`src/hsm_pkg.sv`:
```
// Shared constants and types for the host serial modem port
package hsm_pkg;
  localparam int          DIV_W       = 16;
  localparam logic [3:0]  OVS_LAST    = 4'hF;
  localparam logic [3:0]  OVS_MID     = 4'h7;
  localparam logic [2:0]  BIT_LAST    = 3'h7;
  // 250 MHz / (16 * 115200) - 1, a common power-up rate
  localparam logic [15:0] DIV_RST     = 16'h0086;
  localparam int          APB_AW      = 8;
  localparam logic [7:0]  OFS_CTRL    = 8'h00;
  localparam logic [7:0]  OFS_STATUS  = 8'h04;
  localparam logic [7:0]  OFS_DATA    = 8'h08;
  localparam logic [7:0]  OFS_IRQ_ST  = 8'h0C;
  localparam logic [7:0]  OFS_IRQ_MSK = 8'h10;
  localparam int          CTRL_PAR_LO = 16;
  localparam int          CTRL_STOP2  = 18;
  localparam int          CTRL_FLOW   = 19;
  localparam int          CTRL_READY  = 20;
  localparam int          CTRL_MRST   = 21;
  localparam int          IRQ_W       = 6;
  localparam int          IRQ_RX      = 0;
  localparam int          IRQ_PERR    = 1;
  localparam int          IRQ_FERR    = 2;
  localparam int          IRQ_OVR     = 3;
  localparam int          IRQ_CALL    = 4;
  localparam int          IRQ_LINK    = 5;
  typedef enum logic [1:0] {HSM_PAR_NONE, HSM_PAR_EVEN, HSM_PAR_ODD} hsm_par_e;
  typedef enum logic [2:0] {HSM_IDLE, HSM_START, HSM_DATA, HSM_PAR, HSM_STOP} hsm_bit_e;
endpackage

```
`src/hsm_if.sv`:
```
// Pin bundle between the serial modem port and its host
`timescale 1ns/1ps
`default_nettype none
interface hsm_if;
  logic txd;
  logic rxd;
  logic rts_n;
  logic cts_n;
  logic host_ready_n;
  logic incoming_call_n;
  logic link_live_n;
  logic mod_reset;
  modport dev (output txd, rts_n, incoming_call_n, link_live_n,
               input  rxd, cts_n, host_ready_n, mod_reset);
  modport host (input  txd, rts_n, incoming_call_n, link_live_n,
                output rxd, cts_n, host_ready_n, mod_reset);
endinterface
`default_nettype wire

```
`src/hsm_dev_end.sv`:
```
// Device end of the serial modem port and the shared UART engine
// Contract
// - Request-to-send low when device accepts characters
// - Clear-to-send low permits sending under flow
// - Lines idle high, handshakes asserted low
// - Rate, parity, stop bits, flow programmable
// - Framing loaded from flash values at start
// - Frame format matches a standard UART
// - Host drives ready input, low means ready
// - Host keeps ready asserted in high-speed mode
// - Ready dropped in high-speed: drop or command
// - Incoming-call output signals remote connection attempt
// - Incoming-call polling enabled by a setting
// - Host sends on device receive line
// - Host receives from device transmit line
// - Module reset high holds device in reset
// - Incoming-call idles high, low on attempt
// - Link-live idles high, low while connected
//
// The register addresses and the APB register port were decided locally.
`timescale 1ns/1ps
`default_nettype none
module hsm_uart_core #(
  parameter int DIV_W = 16
) (
  input  wire logic             pclk,
  input  wire logic             presetn,
  input  wire logic             srst,
  input  wire logic [DIV_W-1:0] div,
  input  wire hsm_pkg::hsm_par_e par_mode,
  input  wire logic             stop2,
  input  wire logic             flow_en,
  input  wire logic             tx_valid,
  input  wire logic [7:0]       tx_data,
  output logic                  tx_ready,
  input  wire logic             cts_n_pin,
  input  wire logic             rxd_pin,
  output logic                  txd,
  output logic                  rx_valid,
  output logic [7:0]            rx_data,
  output logic                  rx_perr,
  output logic                  rx_ferr
);
  import hsm_pkg::*;
  logic [1:0]       rx_sync_reg;
  logic [1:0]       cts_sync_reg;
  logic [DIV_W-1:0] tick_cnt_reg;
  hsm_bit_e         tx_st_reg;
  logic [3:0]       tx_ph_reg;
  logic [2:0]       tx_bit_reg;
  logic [7:0]       tx_sh_reg;
  logic             tx_par_reg;
  logic             tx_stop_reg;
  logic             txd_reg;
  hsm_bit_e         rx_st_reg;
  logic [3:0]       rx_ph_reg;
  logic [2:0]       rx_bit_reg;
  logic [7:0]       rx_sh_reg;
  logic             rx_par_reg;
  logic             rx_perr_reg;
  logic             rx_valid_reg;
  logic             rx_ferr_reg;
  logic [7:0]       rx_data_reg;
  logic [7:0]       rx_out_reg;
  logic             rx_pout_reg;
  wire              rxd_s   = rx_sync_reg[1];
  wire              cts_ok  = !flow_en || !cts_sync_reg[1];
  wire              tick    = (tick_cnt_reg >= div);
  wire              tx_end  = tick && (tx_ph_reg == OVS_LAST);
  wire              rx_end  = tick && (rx_ph_reg == OVS_LAST);
  wire              par_odd = (par_mode == HSM_PAR_ODD);

  assign tx_ready = (tx_st_reg == HSM_IDLE) && !srst && cts_ok;
  assign txd      = txd_reg;
  assign rx_valid = rx_valid_reg;
  assign rx_data  = rx_out_reg;
  assign rx_perr  = rx_pout_reg;
  assign rx_ferr  = rx_ferr_reg;

  // Pins cross from outside; only the second stage is read
  always_ff @(posedge pclk or negedge presetn) begin
    if (!presetn) begin
      rx_sync_reg  <= 2'h3;
      cts_sync_reg <= 2'h3;
    end else begin
      rx_sync_reg  <= {rx_sync_reg[0], rxd_pin};
      cts_sync_reg <= {cts_sync_reg[0], cts_n_pin};
    end
  end

  // Sixteen ticks per bit at the programmed rate
  always_ff @(posedge pclk or negedge presetn) begin
    if (!presetn) tick_cnt_reg <= '0;
    else if (srst || tick) tick_cnt_reg <= '0;
    else tick_cnt_reg <= tick_cnt_reg + {{(DIV_W-1){1'b0}}, 1'b1};
  end

  always_ff @(posedge pclk or negedge presetn) begin
    if (!presetn) begin
      tx_st_reg   <= HSM_IDLE;
      tx_ph_reg   <= 4'h0;
      tx_bit_reg  <= 3'h0;
      tx_sh_reg   <= 8'h00;
      tx_par_reg  <= 1'b0;
      tx_stop_reg <= 1'b0;
      txd_reg     <= 1'b1;
    end else if (srst) begin
      tx_st_reg <= HSM_IDLE;
      txd_reg   <= 1'b1;
    end else begin
      if (tx_st_reg != HSM_IDLE && tick) tx_ph_reg <= tx_ph_reg + 4'h1;
      case (tx_st_reg)
        HSM_IDLE: begin
          if (tx_valid && tx_ready) begin
            tx_st_reg  <= HSM_START;
            tx_sh_reg  <= tx_data;
            tx_ph_reg  <= 4'h0;
            tx_par_reg <= par_odd;
            txd_reg    <= 1'b0;
          end
        end
        HSM_START, HSM_DATA: begin
          if (tx_end) begin
            if (tx_st_reg == HSM_DATA && tx_bit_reg == BIT_LAST) begin
              tx_st_reg   <= (par_mode == HSM_PAR_NONE) ? HSM_STOP : HSM_PAR;
              txd_reg     <= (par_mode == HSM_PAR_NONE) ? 1'b1 : tx_par_reg;
              tx_stop_reg <= stop2;
            end else begin
              tx_bit_reg <= (tx_st_reg == HSM_START) ? 3'h0 : tx_bit_reg + 3'h1;
              tx_st_reg  <= HSM_DATA;
              txd_reg    <= tx_sh_reg[0];
              tx_par_reg <= tx_par_reg ^ tx_sh_reg[0];
              tx_sh_reg  <= {1'b0, tx_sh_reg[7:1]};
            end
          end
        end
        HSM_PAR: begin
          if (tx_end) begin
            tx_st_reg <= HSM_STOP;
            txd_reg   <= 1'b1;
          end
        end
        default: begin
          if (tx_end) begin
            if (tx_stop_reg) tx_stop_reg <= 1'b0;
            else tx_st_reg <= HSM_IDLE;
          end
        end
      endcase
    end
  end

  always_ff @(posedge pclk or negedge presetn) begin
    if (!presetn) begin
      rx_st_reg    <= HSM_IDLE;
      rx_ph_reg    <= 4'h0;
      rx_bit_reg   <= 3'h0;
      rx_sh_reg    <= 8'h00;
      rx_par_reg   <= 1'b0;
      rx_perr_reg  <= 1'b0;
      rx_valid_reg <= 1'b0;
      rx_ferr_reg  <= 1'b0;
      rx_data_reg  <= 8'h00;
      rx_out_reg   <= 8'h00;
      rx_pout_reg  <= 1'b0;
    end else if (srst) begin
      rx_st_reg    <= HSM_IDLE;
      rx_valid_reg <= 1'b0;
    end else begin
      rx_valid_reg <= 1'b0;
      if (rx_st_reg != HSM_IDLE && tick) rx_ph_reg <= rx_ph_reg + 4'h1;
      case (rx_st_reg)
        HSM_IDLE: begin
          if (!rxd_s) begin
            rx_st_reg <= HSM_START;
            rx_ph_reg <= 4'h0;
          end
        end
        HSM_START: begin
          // Recheck at mid start bit so a glitch is not a frame
          if (tick && rx_ph_reg == OVS_MID) begin
            rx_st_reg   <= rxd_s ? HSM_IDLE : HSM_DATA;
            rx_ph_reg   <= 4'h0;
            rx_bit_reg  <= 3'h0;
            rx_par_reg  <= par_odd;
            rx_perr_reg <= 1'b0;
          end
        end
        HSM_DATA: begin
          if (rx_end) begin
            rx_sh_reg  <= {rxd_s, rx_sh_reg[7:1]};
            rx_par_reg <= rx_par_reg ^ rxd_s;
            rx_bit_reg <= rx_bit_reg + 3'h1;
            if (rx_bit_reg == BIT_LAST)
              rx_st_reg <= (par_mode == HSM_PAR_NONE) ? HSM_STOP : HSM_PAR;
          end
        end
        HSM_PAR: begin
          if (rx_end) begin
            rx_perr_reg <= rx_par_reg ^ rxd_s;
            rx_st_reg   <= HSM_STOP;
          end
        end
        default: begin
          if (rx_end) begin
            rx_valid_reg <= 1'b1;
            rx_ferr_reg  <= !rxd_s;
            rx_out_reg   <= rx_sh_reg;
            rx_pout_reg  <= rx_perr_reg;
            rx_st_reg    <= HSM_IDLE;
          end
        end
      endcase
    end
  end
endmodule

module hsm_dev_end #(
  parameter int DIV_W = 16
) (
  input  wire logic             pclk,
  input  wire logic             presetn,
  hsm_if.dev                    lnk,
  input  wire logic [DIV_W-1:0] flash_div,
  input  wire hsm_pkg::hsm_par_e flash_par,
  input  wire logic             flash_stop2,
  input  wire logic             flash_flow,
  input  wire logic             hs_mode,
  input  wire logic             ri_poll_en,
  input  wire logic             ready_drop_cmd,
  input  wire logic             remote_call,
  input  wire logic             link_up,
  input  wire logic             tx_valid,
  input  wire logic [7:0]       tx_data,
  output logic                  tx_ready,
  output logic                  rx_valid,
  output logic [7:0]            rx_data,
  output logic                  rx_perr,
  output logic                  rx_ferr,
  input  wire logic             rx_ready,
  output logic                  drop_req,
  output logic                  cmd_req,
  output logic                  in_reset
);
  import hsm_pkg::*;
  logic [1:0]       mrst_sync_reg;
  logic [1:0]       rdy_sync_reg;
  logic             rdy_prev_reg;
  logic             cfg_ok_reg;
  logic [DIV_W-1:0] div_reg;
  hsm_par_e         par_reg;
  logic             stop2_reg;
  logic             flow_reg;
  logic             hold_reg;
  logic [7:0]       hold_data_reg;
  logic             hold_perr_reg;
  logic             hold_ferr_reg;
  logic             rts_n_reg;
  logic             call_n_reg;
  logic             live_n_reg;
  logic             drop_reg;
  logic             cmd_reg;
  logic             c_valid;
  logic [7:0]       c_data;
  logic             c_perr;
  logic             c_ferr;
  wire              srst      = mrst_sync_reg[1];
  wire              core_rst  = srst || !cfg_ok_reg;
  wire              ready_n_s = rdy_sync_reg[1];
  wire              ready_lost = ready_n_s && !rdy_prev_reg && hs_mode && link_up;

  hsm_uart_core #(.DIV_W(DIV_W)) hsm_uart_core_inst (
    .pclk      (pclk),
    .presetn   (presetn),
    .srst      (core_rst),
    .div       (div_reg),
    .par_mode  (par_reg),
    .stop2     (stop2_reg),
    .flow_en   (flow_reg),
    .tx_valid  (tx_valid),
    .tx_data   (tx_data),
    .tx_ready  (tx_ready),
    .cts_n_pin (lnk.cts_n),
    .rxd_pin   (lnk.rxd),
    .txd       (lnk.txd),
    .rx_valid  (c_valid),
    .rx_data   (c_data),
    .rx_perr   (c_perr),
    .rx_ferr   (c_ferr)
  );

  assign lnk.rts_n           = rts_n_reg;
  assign lnk.incoming_call_n = call_n_reg;
  assign lnk.link_live_n     = live_n_reg;
  assign rx_valid            = hold_reg;
  assign rx_data             = hold_data_reg;
  assign rx_perr             = hold_perr_reg;
  assign rx_ferr             = hold_ferr_reg;
  assign drop_req            = drop_reg;
  assign cmd_req             = cmd_reg;
  assign in_reset            = core_rst;

  always_ff @(posedge pclk or negedge presetn) begin
    if (!presetn) begin
      mrst_sync_reg <= 2'h3;
      rdy_sync_reg  <= 2'h3;
    end else begin
      mrst_sync_reg <= {mrst_sync_reg[0], lnk.mod_reset};
      rdy_sync_reg  <= {rdy_sync_reg[0], lnk.host_ready_n};
    end
  end

  // Framing comes from flash once reset lets go, not from fixed values
  always_ff @(posedge pclk or negedge presetn) begin
    if (!presetn) begin
      cfg_ok_reg <= 1'b0;
      div_reg    <= '0;
      par_reg    <= HSM_PAR_NONE;
      stop2_reg  <= 1'b0;
      flow_reg   <= 1'b0;
    end else if (srst) begin
      cfg_ok_reg <= 1'b0;
    end else if (!cfg_ok_reg) begin
      cfg_ok_reg <= 1'b1;
      div_reg    <= flash_div;
      par_reg    <= flash_par;
      stop2_reg  <= flash_stop2;
      flow_reg   <= flash_flow;
    end
  end

  // One-character holding stage; a character landing on a full stage is lost unless rx_ready is high in that cycle
  always_ff @(posedge pclk or negedge presetn) begin
    if (!presetn) begin
      hold_reg      <= 1'b0;
      hold_data_reg <= 8'h00;
      hold_perr_reg <= 1'b0;
      hold_ferr_reg <= 1'b0;
      rts_n_reg     <= 1'b1;
    end else if (core_rst) begin
      hold_reg  <= 1'b0;
      rts_n_reg <= 1'b1;
    end else begin
      if (c_valid && (!hold_reg || rx_ready)) begin
        hold_reg      <= 1'b1;
        hold_data_reg <= c_data;
        hold_perr_reg <= c_perr;
        hold_ferr_reg <= c_ferr;
      end else if (rx_ready) begin
        hold_reg <= 1'b0;
      end
      rts_n_reg <= hold_reg && !rx_ready;
    end
  end

  always_ff @(posedge pclk or negedge presetn) begin
    if (!presetn) begin
      call_n_reg   <= 1'b1;
      live_n_reg   <= 1'b1;
      rdy_prev_reg <= 1'b1;
      drop_reg     <= 1'b0;
      cmd_reg      <= 1'b0;
    end else if (core_rst) begin
      call_n_reg   <= 1'b1;
      live_n_reg   <= 1'b1;
      rdy_prev_reg <= 1'b1;
      drop_reg     <= 1'b0;
      cmd_reg      <= 1'b0;
    end else begin
      call_n_reg   <= !(remote_call && ri_poll_en);
      live_n_reg   <= !link_up;
      rdy_prev_reg <= ready_n_s;
      drop_reg     <= ready_lost && !ready_drop_cmd;
      cmd_reg      <= ready_lost && ready_drop_cmd;
    end
  end
endmodule
`default_nettype wire

```
`src/flat_wrapper.sv`:
```
// flat-port wrapper written by rule: the top's interface ports become plain ports
module hsm_dev_end_flat import hsm_pkg::*;
#(
  parameter int DIV_W = 16
)
  (pclk, presetn, flash_div, flash_par, flash_stop2, flash_flow, hs_mode, ri_poll_en, ready_drop_cmd, remote_call, link_up, tx_valid, tx_data, tx_ready, rx_valid, rx_data, rx_perr, rx_ferr, rx_ready, drop_req, cmd_req, in_reset, lnk_txd, lnk_rts_n, lnk_incoming_call_n, lnk_link_live_n, lnk_rxd, lnk_cts_n, lnk_host_ready_n, lnk_mod_reset);
  hsm_if lnk_i ();
  input  wire logic pclk;
  input  wire logic presetn;
  input  wire logic [DIV_W-1:0] flash_div;
  input  wire hsm_pkg::hsm_par_e flash_par;
  input  wire logic flash_stop2;
  input  wire logic flash_flow;
  input  wire logic hs_mode;
  input  wire logic ri_poll_en;
  input  wire logic ready_drop_cmd;
  input  wire logic remote_call;
  input  wire logic link_up;
  input  wire logic tx_valid;
  input  wire logic [7:0] tx_data;
  output logic tx_ready;
  output logic rx_valid;
  output logic [7:0] rx_data;
  output logic rx_perr;
  output logic rx_ferr;
  input  wire logic rx_ready;
  output logic drop_req;
  output logic cmd_req;
  output logic in_reset;
  output wire logic [$bits(lnk_i.txd)-1:0] lnk_txd;
  output wire logic [$bits(lnk_i.rts_n)-1:0] lnk_rts_n;
  output wire logic [$bits(lnk_i.incoming_call_n)-1:0] lnk_incoming_call_n;
  output wire logic [$bits(lnk_i.link_live_n)-1:0] lnk_link_live_n;
  input wire logic [$bits(lnk_i.rxd)-1:0] lnk_rxd;
  input wire logic [$bits(lnk_i.cts_n)-1:0] lnk_cts_n;
  input wire logic [$bits(lnk_i.host_ready_n)-1:0] lnk_host_ready_n;
  input wire logic [$bits(lnk_i.mod_reset)-1:0] lnk_mod_reset;
  assign lnk_txd = lnk_i.txd;
  assign lnk_rts_n = lnk_i.rts_n;
  assign lnk_incoming_call_n = lnk_i.incoming_call_n;
  assign lnk_link_live_n = lnk_i.link_live_n;
  assign lnk_i.rxd = lnk_rxd;
  assign lnk_i.cts_n = lnk_cts_n;
  assign lnk_i.host_ready_n = lnk_host_ready_n;
  assign lnk_i.mod_reset = lnk_mod_reset;
  hsm_dev_end #(.DIV_W(DIV_W)) u_core (.pclk(pclk), .presetn(presetn), .lnk(lnk_i), .flash_div(flash_div), .flash_par(flash_par), .flash_stop2(flash_stop2), .flash_flow(flash_flow), .hs_mode(hs_mode), .ri_poll_en(ri_poll_en), .ready_drop_cmd(ready_drop_cmd), .remote_call(remote_call), .link_up(link_up), .tx_valid(tx_valid), .tx_data(tx_data), .tx_ready(tx_ready), .rx_valid(rx_valid), .rx_data(rx_data), .rx_perr(rx_perr), .rx_ferr(rx_ferr), .rx_ready(rx_ready), .drop_req(drop_req), .cmd_req(cmd_req), .in_reset(in_reset));
endmodule
```
`config.mk`:
```
export PLATFORM = sky130hd
export DESIGN_NAME = hsm_dev_end_flat
export DESIGN_NICKNAME = d
export VERILOG_FILES = /design/src/hsm_pkg.sv /design/src/hsm_if.sv /design/src/hsm_dev_end.sv /design/src/flat_wrapper.sv
export SDC_FILE = /design/constraint.sdc
export NUM_CORES = 1
export LEC_CHECK = 0
export BUFFER_PORTS_ARGS = -buffer_cell sky130_fd_sc_hd__buf_2
export CAP_MARGIN = 10
export CORE_MARGIN = 10
export CORE_UTILIZATION = 63
export CTS_CLUSTER_SIZE = 20
export DETAILED_ROUTE_END_ITERATION = 8
export PLACE_DENSITY_LB_ADDON = 0.15
export RECOVER_POWER = 50
export SYNTH_ARGS = -nofsm -noshare
export SYNTH_HDL_FRONTEND = slang
export SYNTH_SLANG_ARGS = --single-unit
```
`constraint.sdc`:
```
create_clock -name pclk -period 7.3 [get_ports pclk]
set_clock_uncertainty 0.1 [all_clocks]
set_input_delay 0.365 -clock pclk [delete_from_list [all_inputs] [get_ports pclk]]
set_output_delay 0.365 -clock pclk [all_outputs]
set_load 0.01 [all_outputs]
```
# Yosys cells after proc, flatten, opt, wreduce, memory -nomap -nowiden
# Cells that the tools add are included.
# totals
reg_bits	114
out_inout_bits	19
# classes
reduce_logical	59
addsub	5
n_bitwise	8
order_cmp	1
n_mux	67
eq_ne	28
# ops
operator	n
$mux 3	18
$mux 1	28
$mux 4	6
$mux 8	3
$ne 3x3->1 const B	7
$reduce_and 4->1	5
$logic_and 1x1->1	17
$add 16x1->16 const B	1
$ge 16x16->1	1
$mux 16	1
$pmux 8 s2	1
$eq 3x2->1 const B	4
$ne 2x2->1 const B	6
$pmux 3 s4	1
$reduce_bool 3->1	4
$logic_not 1->1	11
$reduce_and 5->1	2
$pmux 3 s3	1
$add 4x1->4 const B	2
$eq 4x4->1 const B	2
$pmux 1 s2	4
$pmux 4 s2	1
$reduce_bool 4->1	2
$add 3x1->3 const B	2
21 further kinds	38

# Logic depth before layout (Yosys ltp)
# depth
depth_word	9
mapped_depth	10
mapped_depth_nobuf	9

# Modules after synthesis
# Synthesis repeated with hierarchy kept, for this count alone.
# hier_totals
hier_cells	482
hier_area_um2	5570.3
# by_module_without_submodules
mod	area_each_um2	cells_per_inst	seq_area_each_um2	n_inst
hsm_uart_core	4048.9	390	1808.0	1
hsm_dev_end	1521.5	92	1061.0	1

# Worst setup path before layout
# OpenSTA, ideal clock, no wires.
# synth_path
kind	reg-to-reg
from	register u_core.hsm_uart_core_inst.tick_cnt_reg[15]
to	register u_core.hsm_uart_core_inst.rx_out_reg[0], in the netlist u_core.hsm_uart_core_inst.rx_data[0]
period_less_slack_ns	2.846
stages_incl_launch_ff	10
setup_slack_ns	4.454
arrival_time_ns	2.621
t_required_ns	7.075
path_cell_list	dfrtp_1 > ha_1 > nand4_1 > or3_1 > or4_4 > nand3_2 > nand2_2 > nor2_1 > buf_4 > mux2_2
# synth_via
elab_chain_cells	3
# synth_lines
element	line	text
from (decl)	hsm_dev_end.sv:47	logic [DIV_W-1:0] tick_cnt_reg;
from (signal assigned)	hsm_dev_end.sv:95	else tick_cnt_reg <= tick_cnt_reg + {{(DIV_W-1){1'b0}}, 1'b1};
$ge 16x16->1	hsm_dev_end.sv:68	wire tick = (tick_cnt_reg >= div);
$logic_and 1x1->1	hsm_dev_end.sv:70	wire rx_end = tick && (rx_ph_reg == OVS_LAST);
$reduce_and 3->1 (no line)	n/a	
to (signal assigned)	hsm_dev_end.sv:208	rx_out_reg <= rx_sh_reg;
to (decl)	hsm_dev_end.sv:64	logic [7:0] rx_out_reg;
# No other way between the ends.
# A chain may end at the register's enable or synchronous reset.

# Final worst setup path
# layout_path
from	register u_core.hsm_uart_core_inst.tick_cnt_reg[15]
to	register u_core.hsm_uart_core_inst.rx_out_reg[7], in the netlist u_core.hsm_uart_core_inst.rx_data[7]
# Same word-level chain as after synthesis.

==> qor.yml <==
placement:
  place_area_um2: 5742
  post-place-ws_ps: 3826
  gp_congestion: 0.9071
  placed_cells: 652
  dpl.hpwl_um: 7836
  port_buffers: 59
logic_synthesis:
  synth_edf_count: 0
  syn_inst: 505
  yosysWarnings: 0
  synth_top_family_by_area: "simple AND/OR/NAND/NOR gates"
  syn-num-nets: 569
  syn_avg_cell_area_um2: 10.65
  ys_types: 55
  netlist_area_um2: 5378
  synth.area.mux_share_pct: 9.493
  netlist.area_leader.share_pct: 47.00
  ys_async_sr_fraction_pct: 100.0
  yosys.area_share.adder_pct: 5.351
  synth-seq-cells: 114
  synth_compound_area_share_pct: 9.656
  synth-xor-area-share_pct: 3.094
  synth_area_leaders: "dfrtp_1 47%, mux2_2 6.5%, dfstp_2 6.4%"
  yosysSeqAreaShare_pct: 53.35
  synth_top_area_cell: "dfrtp_1"
  ys.flop_type: "dfrtp_1"
  synthSimpleGateAreaFrac_pct: 15.70
worst_setup_path:
  start_kind: "flip-flop"
  timing.rr.start: "u_core.hsm_uart_core_inst.tick_cnt_reg[15]"
  arrival_ps: 3890
  ff2ff_setup_slack_ps: 3710
  worst_r2r_path_depth: 8
  startpoint: "u_core.hsm_uart_core_inst.tick_cnt_reg[15]"
  crit_type: "reg2reg"
  cp_max_fo: 11
  cp.required_ps: 7590
  worst_setup_path_end_kind: "flip-flop"
  cp_slowest_cell: "nor2_1"
  r2r-end: "u_core.hsm_uart_core_inst.rx_data[7]"
  path_cells: "ha_1 -> nand4_1 -> or3_1 -> or4_4 -> nand3_2 -> nand2_2 -> nor2_1 -> mux2_2"
  cpPeakStageDelay_ps: 790
cells_and_area:
  final_cells: 711
  layout_commonest_cell: "dfrtp_1"
  layout-drive-gt1-share_pct: 21.29
  diodes: 0
  layout_common_cells: "101 x dfrtp_1, 58 x nand2_1, 46 x o21ai_0"
  syn_to_final_growth_pct: 22.55
  final_area_um2: 6590
  finish.net_count: 657
worst_hold_path:
  hold_class: "in2reg"
  hold_end: "u_core.par_reg[1]"
  hold_depth: 2
  hold_start: "flash_par[1]"
outcome:
  status: "finished with violations"
  failed_checks: "capacitance limit, slew limit"
floorplanning:
  io_pins: 60
  die_w_um: 112.4
  fp.dieArea_um2: 12630
  core_area_um2: 8258
  initial_core_util_pct: 65.12
  fp-row-count: 33
  die_h_um: 112.4
power_and_ir_drop:
  power_frac_seq_pct: 41.0
  p_per_area_nw_per_um2: 256.0
  comb_power_share_pct: 7.7
  p_switching_w: 0.0004060
  power_leakage_nw: 3.056
  p_sw_share_pct: 24.07
  p_clk_share_pct: 51.3
  intPower_w: 0.001281
  peakVddDrop_uv: 193.4
drt:
  route.detailed.drc: 0
  via_count: 4112
  wl_per_cell_um: 17.37
  wl_met3_um: 725
  first_iter_violations: 240
  finalWirelength_um: 12350
  ant_nets: 0
  met2_length_um: 6104
  first_pass_iters: 5
  viasPerCell: 5.783
  top_layer: "met4"
  drt-met1-wl_um: 5200
clock_network:
  cts_num_sinks: 114
  cts_max_path_buffers: 2
  cts_tree: "yes"
  root_buffer: "clkbuf_8"
  htreeDepth: 4
  path_clk_slew_ps: 60
  worst_skew_pair.late_latency_ps: 510
  ctsResizeCount: 0
  cts_buffers: 17
sta:
  drv_slew: 58
  hold_violations: 0
  finalSetupTns_ps: 0
  max_freq_mhz: 278.4
  tightest_slew_ps: 2923
  finalCritPeriodShare_pct: 49.21
  max_slew_margin_pct: -94.87
  rsz0062_at_grt: "false"
  setup_violations: 0
  finalCriticalPeriod_ps: 3592
  setup_ws_ps: 3708
global_route:
  grtUsageTotal_pct: 20.14
  grt_overflow: 0
  first_global_vias: 4377
  grt_start_max_net_pins: 59
  antenna_found_initial: 0
  grt_pass1_wl_um: 21310
job:
  drv_cap: 1
## metrics by stage
stage | hold slack, ps | total power, W | utilization [%]
floorplan | -30.59 | 0.0007677 | -
global placement | 246.2 | 0.0008105 | 69.53
CTS | 1.665 | 0.001692 | 80.18
detailed placement | 247.2 | 0.0008175 | 69.53
finish | 7.522 | 0.001687 | 79.80
global route | 8.081 | 0.001746 | 79.80
## Yosys cell counts (all sizes together) (2+ instances only)
master and count:
nand2 59, and3 12, a31oi 4, dfrtp 101, nand2b 3, o21ai 46, a31o 2, buf 5
nand4 4, ha 23, a41o 2, xnor2 6, xor2 13, clkbuf 15, or3 2, nor2b 6
nor3b 2, mux2i 15, a21oi 12, nor4 4, nor3 13, nor2 42, inv 24, dfstp 13
mux2 32, o211ai 3, o31ai 2, nand3 22
## per-layer routing
layer | GRT usage [%] | vias to the layer above
li1 | - | 1936
met1 | 24.52 | 2008
met2 | 33.80 | 131
met3 | 5.272 | 37
met4 | 7.107 | 0
met5 | 0 | -
## kinds of logic (layout without fill, tap and decap cells)
logic type | count (synthesis) | in the layout
and+or+nand+nor | 174 | 174
buffers and inverters | 44 | 145
muxes | 47 | 47
xor gates and xnor gates | 19 | 19
AOI/OAI and AO/OA | 84 | 84
DFF | 114 | 114
adders and majority gates | 23 | 23
## what timing repair did
action,in CTS,in global routing
endpoints found under the setup margin,0,0
setup buffers,0,0
hold endpoints to repair,72,0
hold buffers,26,0
## worst max-delay path by stage
stage / endpoint / slack (ps) / depth (start not counted)
2_1_floorplan: u_core.hsm_uart_core_inst.rx_data[0] / 4450 / 9
3_3_place_gp: u_core.hsm_uart_core_inst.rx_data[5] / 3940 / 8
3_5_place_dp: u_core.hsm_uart_core_inst.rx_perr / 3830 / 8
4_1_cts: u_core.hsm_uart_core_inst.rx_data[7] / 3760 / 8
5_1_grt: u_core.hsm_uart_core_inst.rx_sh_reg[2] / 3360 / 3
6_report: u_core.hsm_uart_core_inst.rx_data[7] / 3710 / 8
## power by group through the flow
| stage | sequential, W | combinational, W | clock, W |
|---|---|---|---|
| final | 0.000692 | 0.000130 | 0.000865 |
| after global routing | 0.000696 | 0.000149 | 0.000902 |
| after CTS | 0.000691 | 0.000131 | 0.000871 |
| after detailed placement | 0.000701 | 0.000116 | 0 |
| after global placement | 0.000699 | 0.000112 | 0 |
| after floorplan | 0.000694 | 0.0000742 | 0 |
## critical path, delay by kind of cell, from the launching register on
kind,cells,cell delay (ps)
and+or+nand+nor,6,2230
adders and majority gates,1,320
muxes,1,430
DFF,1,390
## cell type report
cell class	instances	area, um^2
fill	516	1668
sequential	114	2869
clock inverter	15	205.2
timing repair buffer	89	551.8
tap	105	131.4
inverter	24	90.09
clock buffer	17	414.1
multi-input combinational	347	2328
No activity file was read; power rests on OpenSTA's default activity.
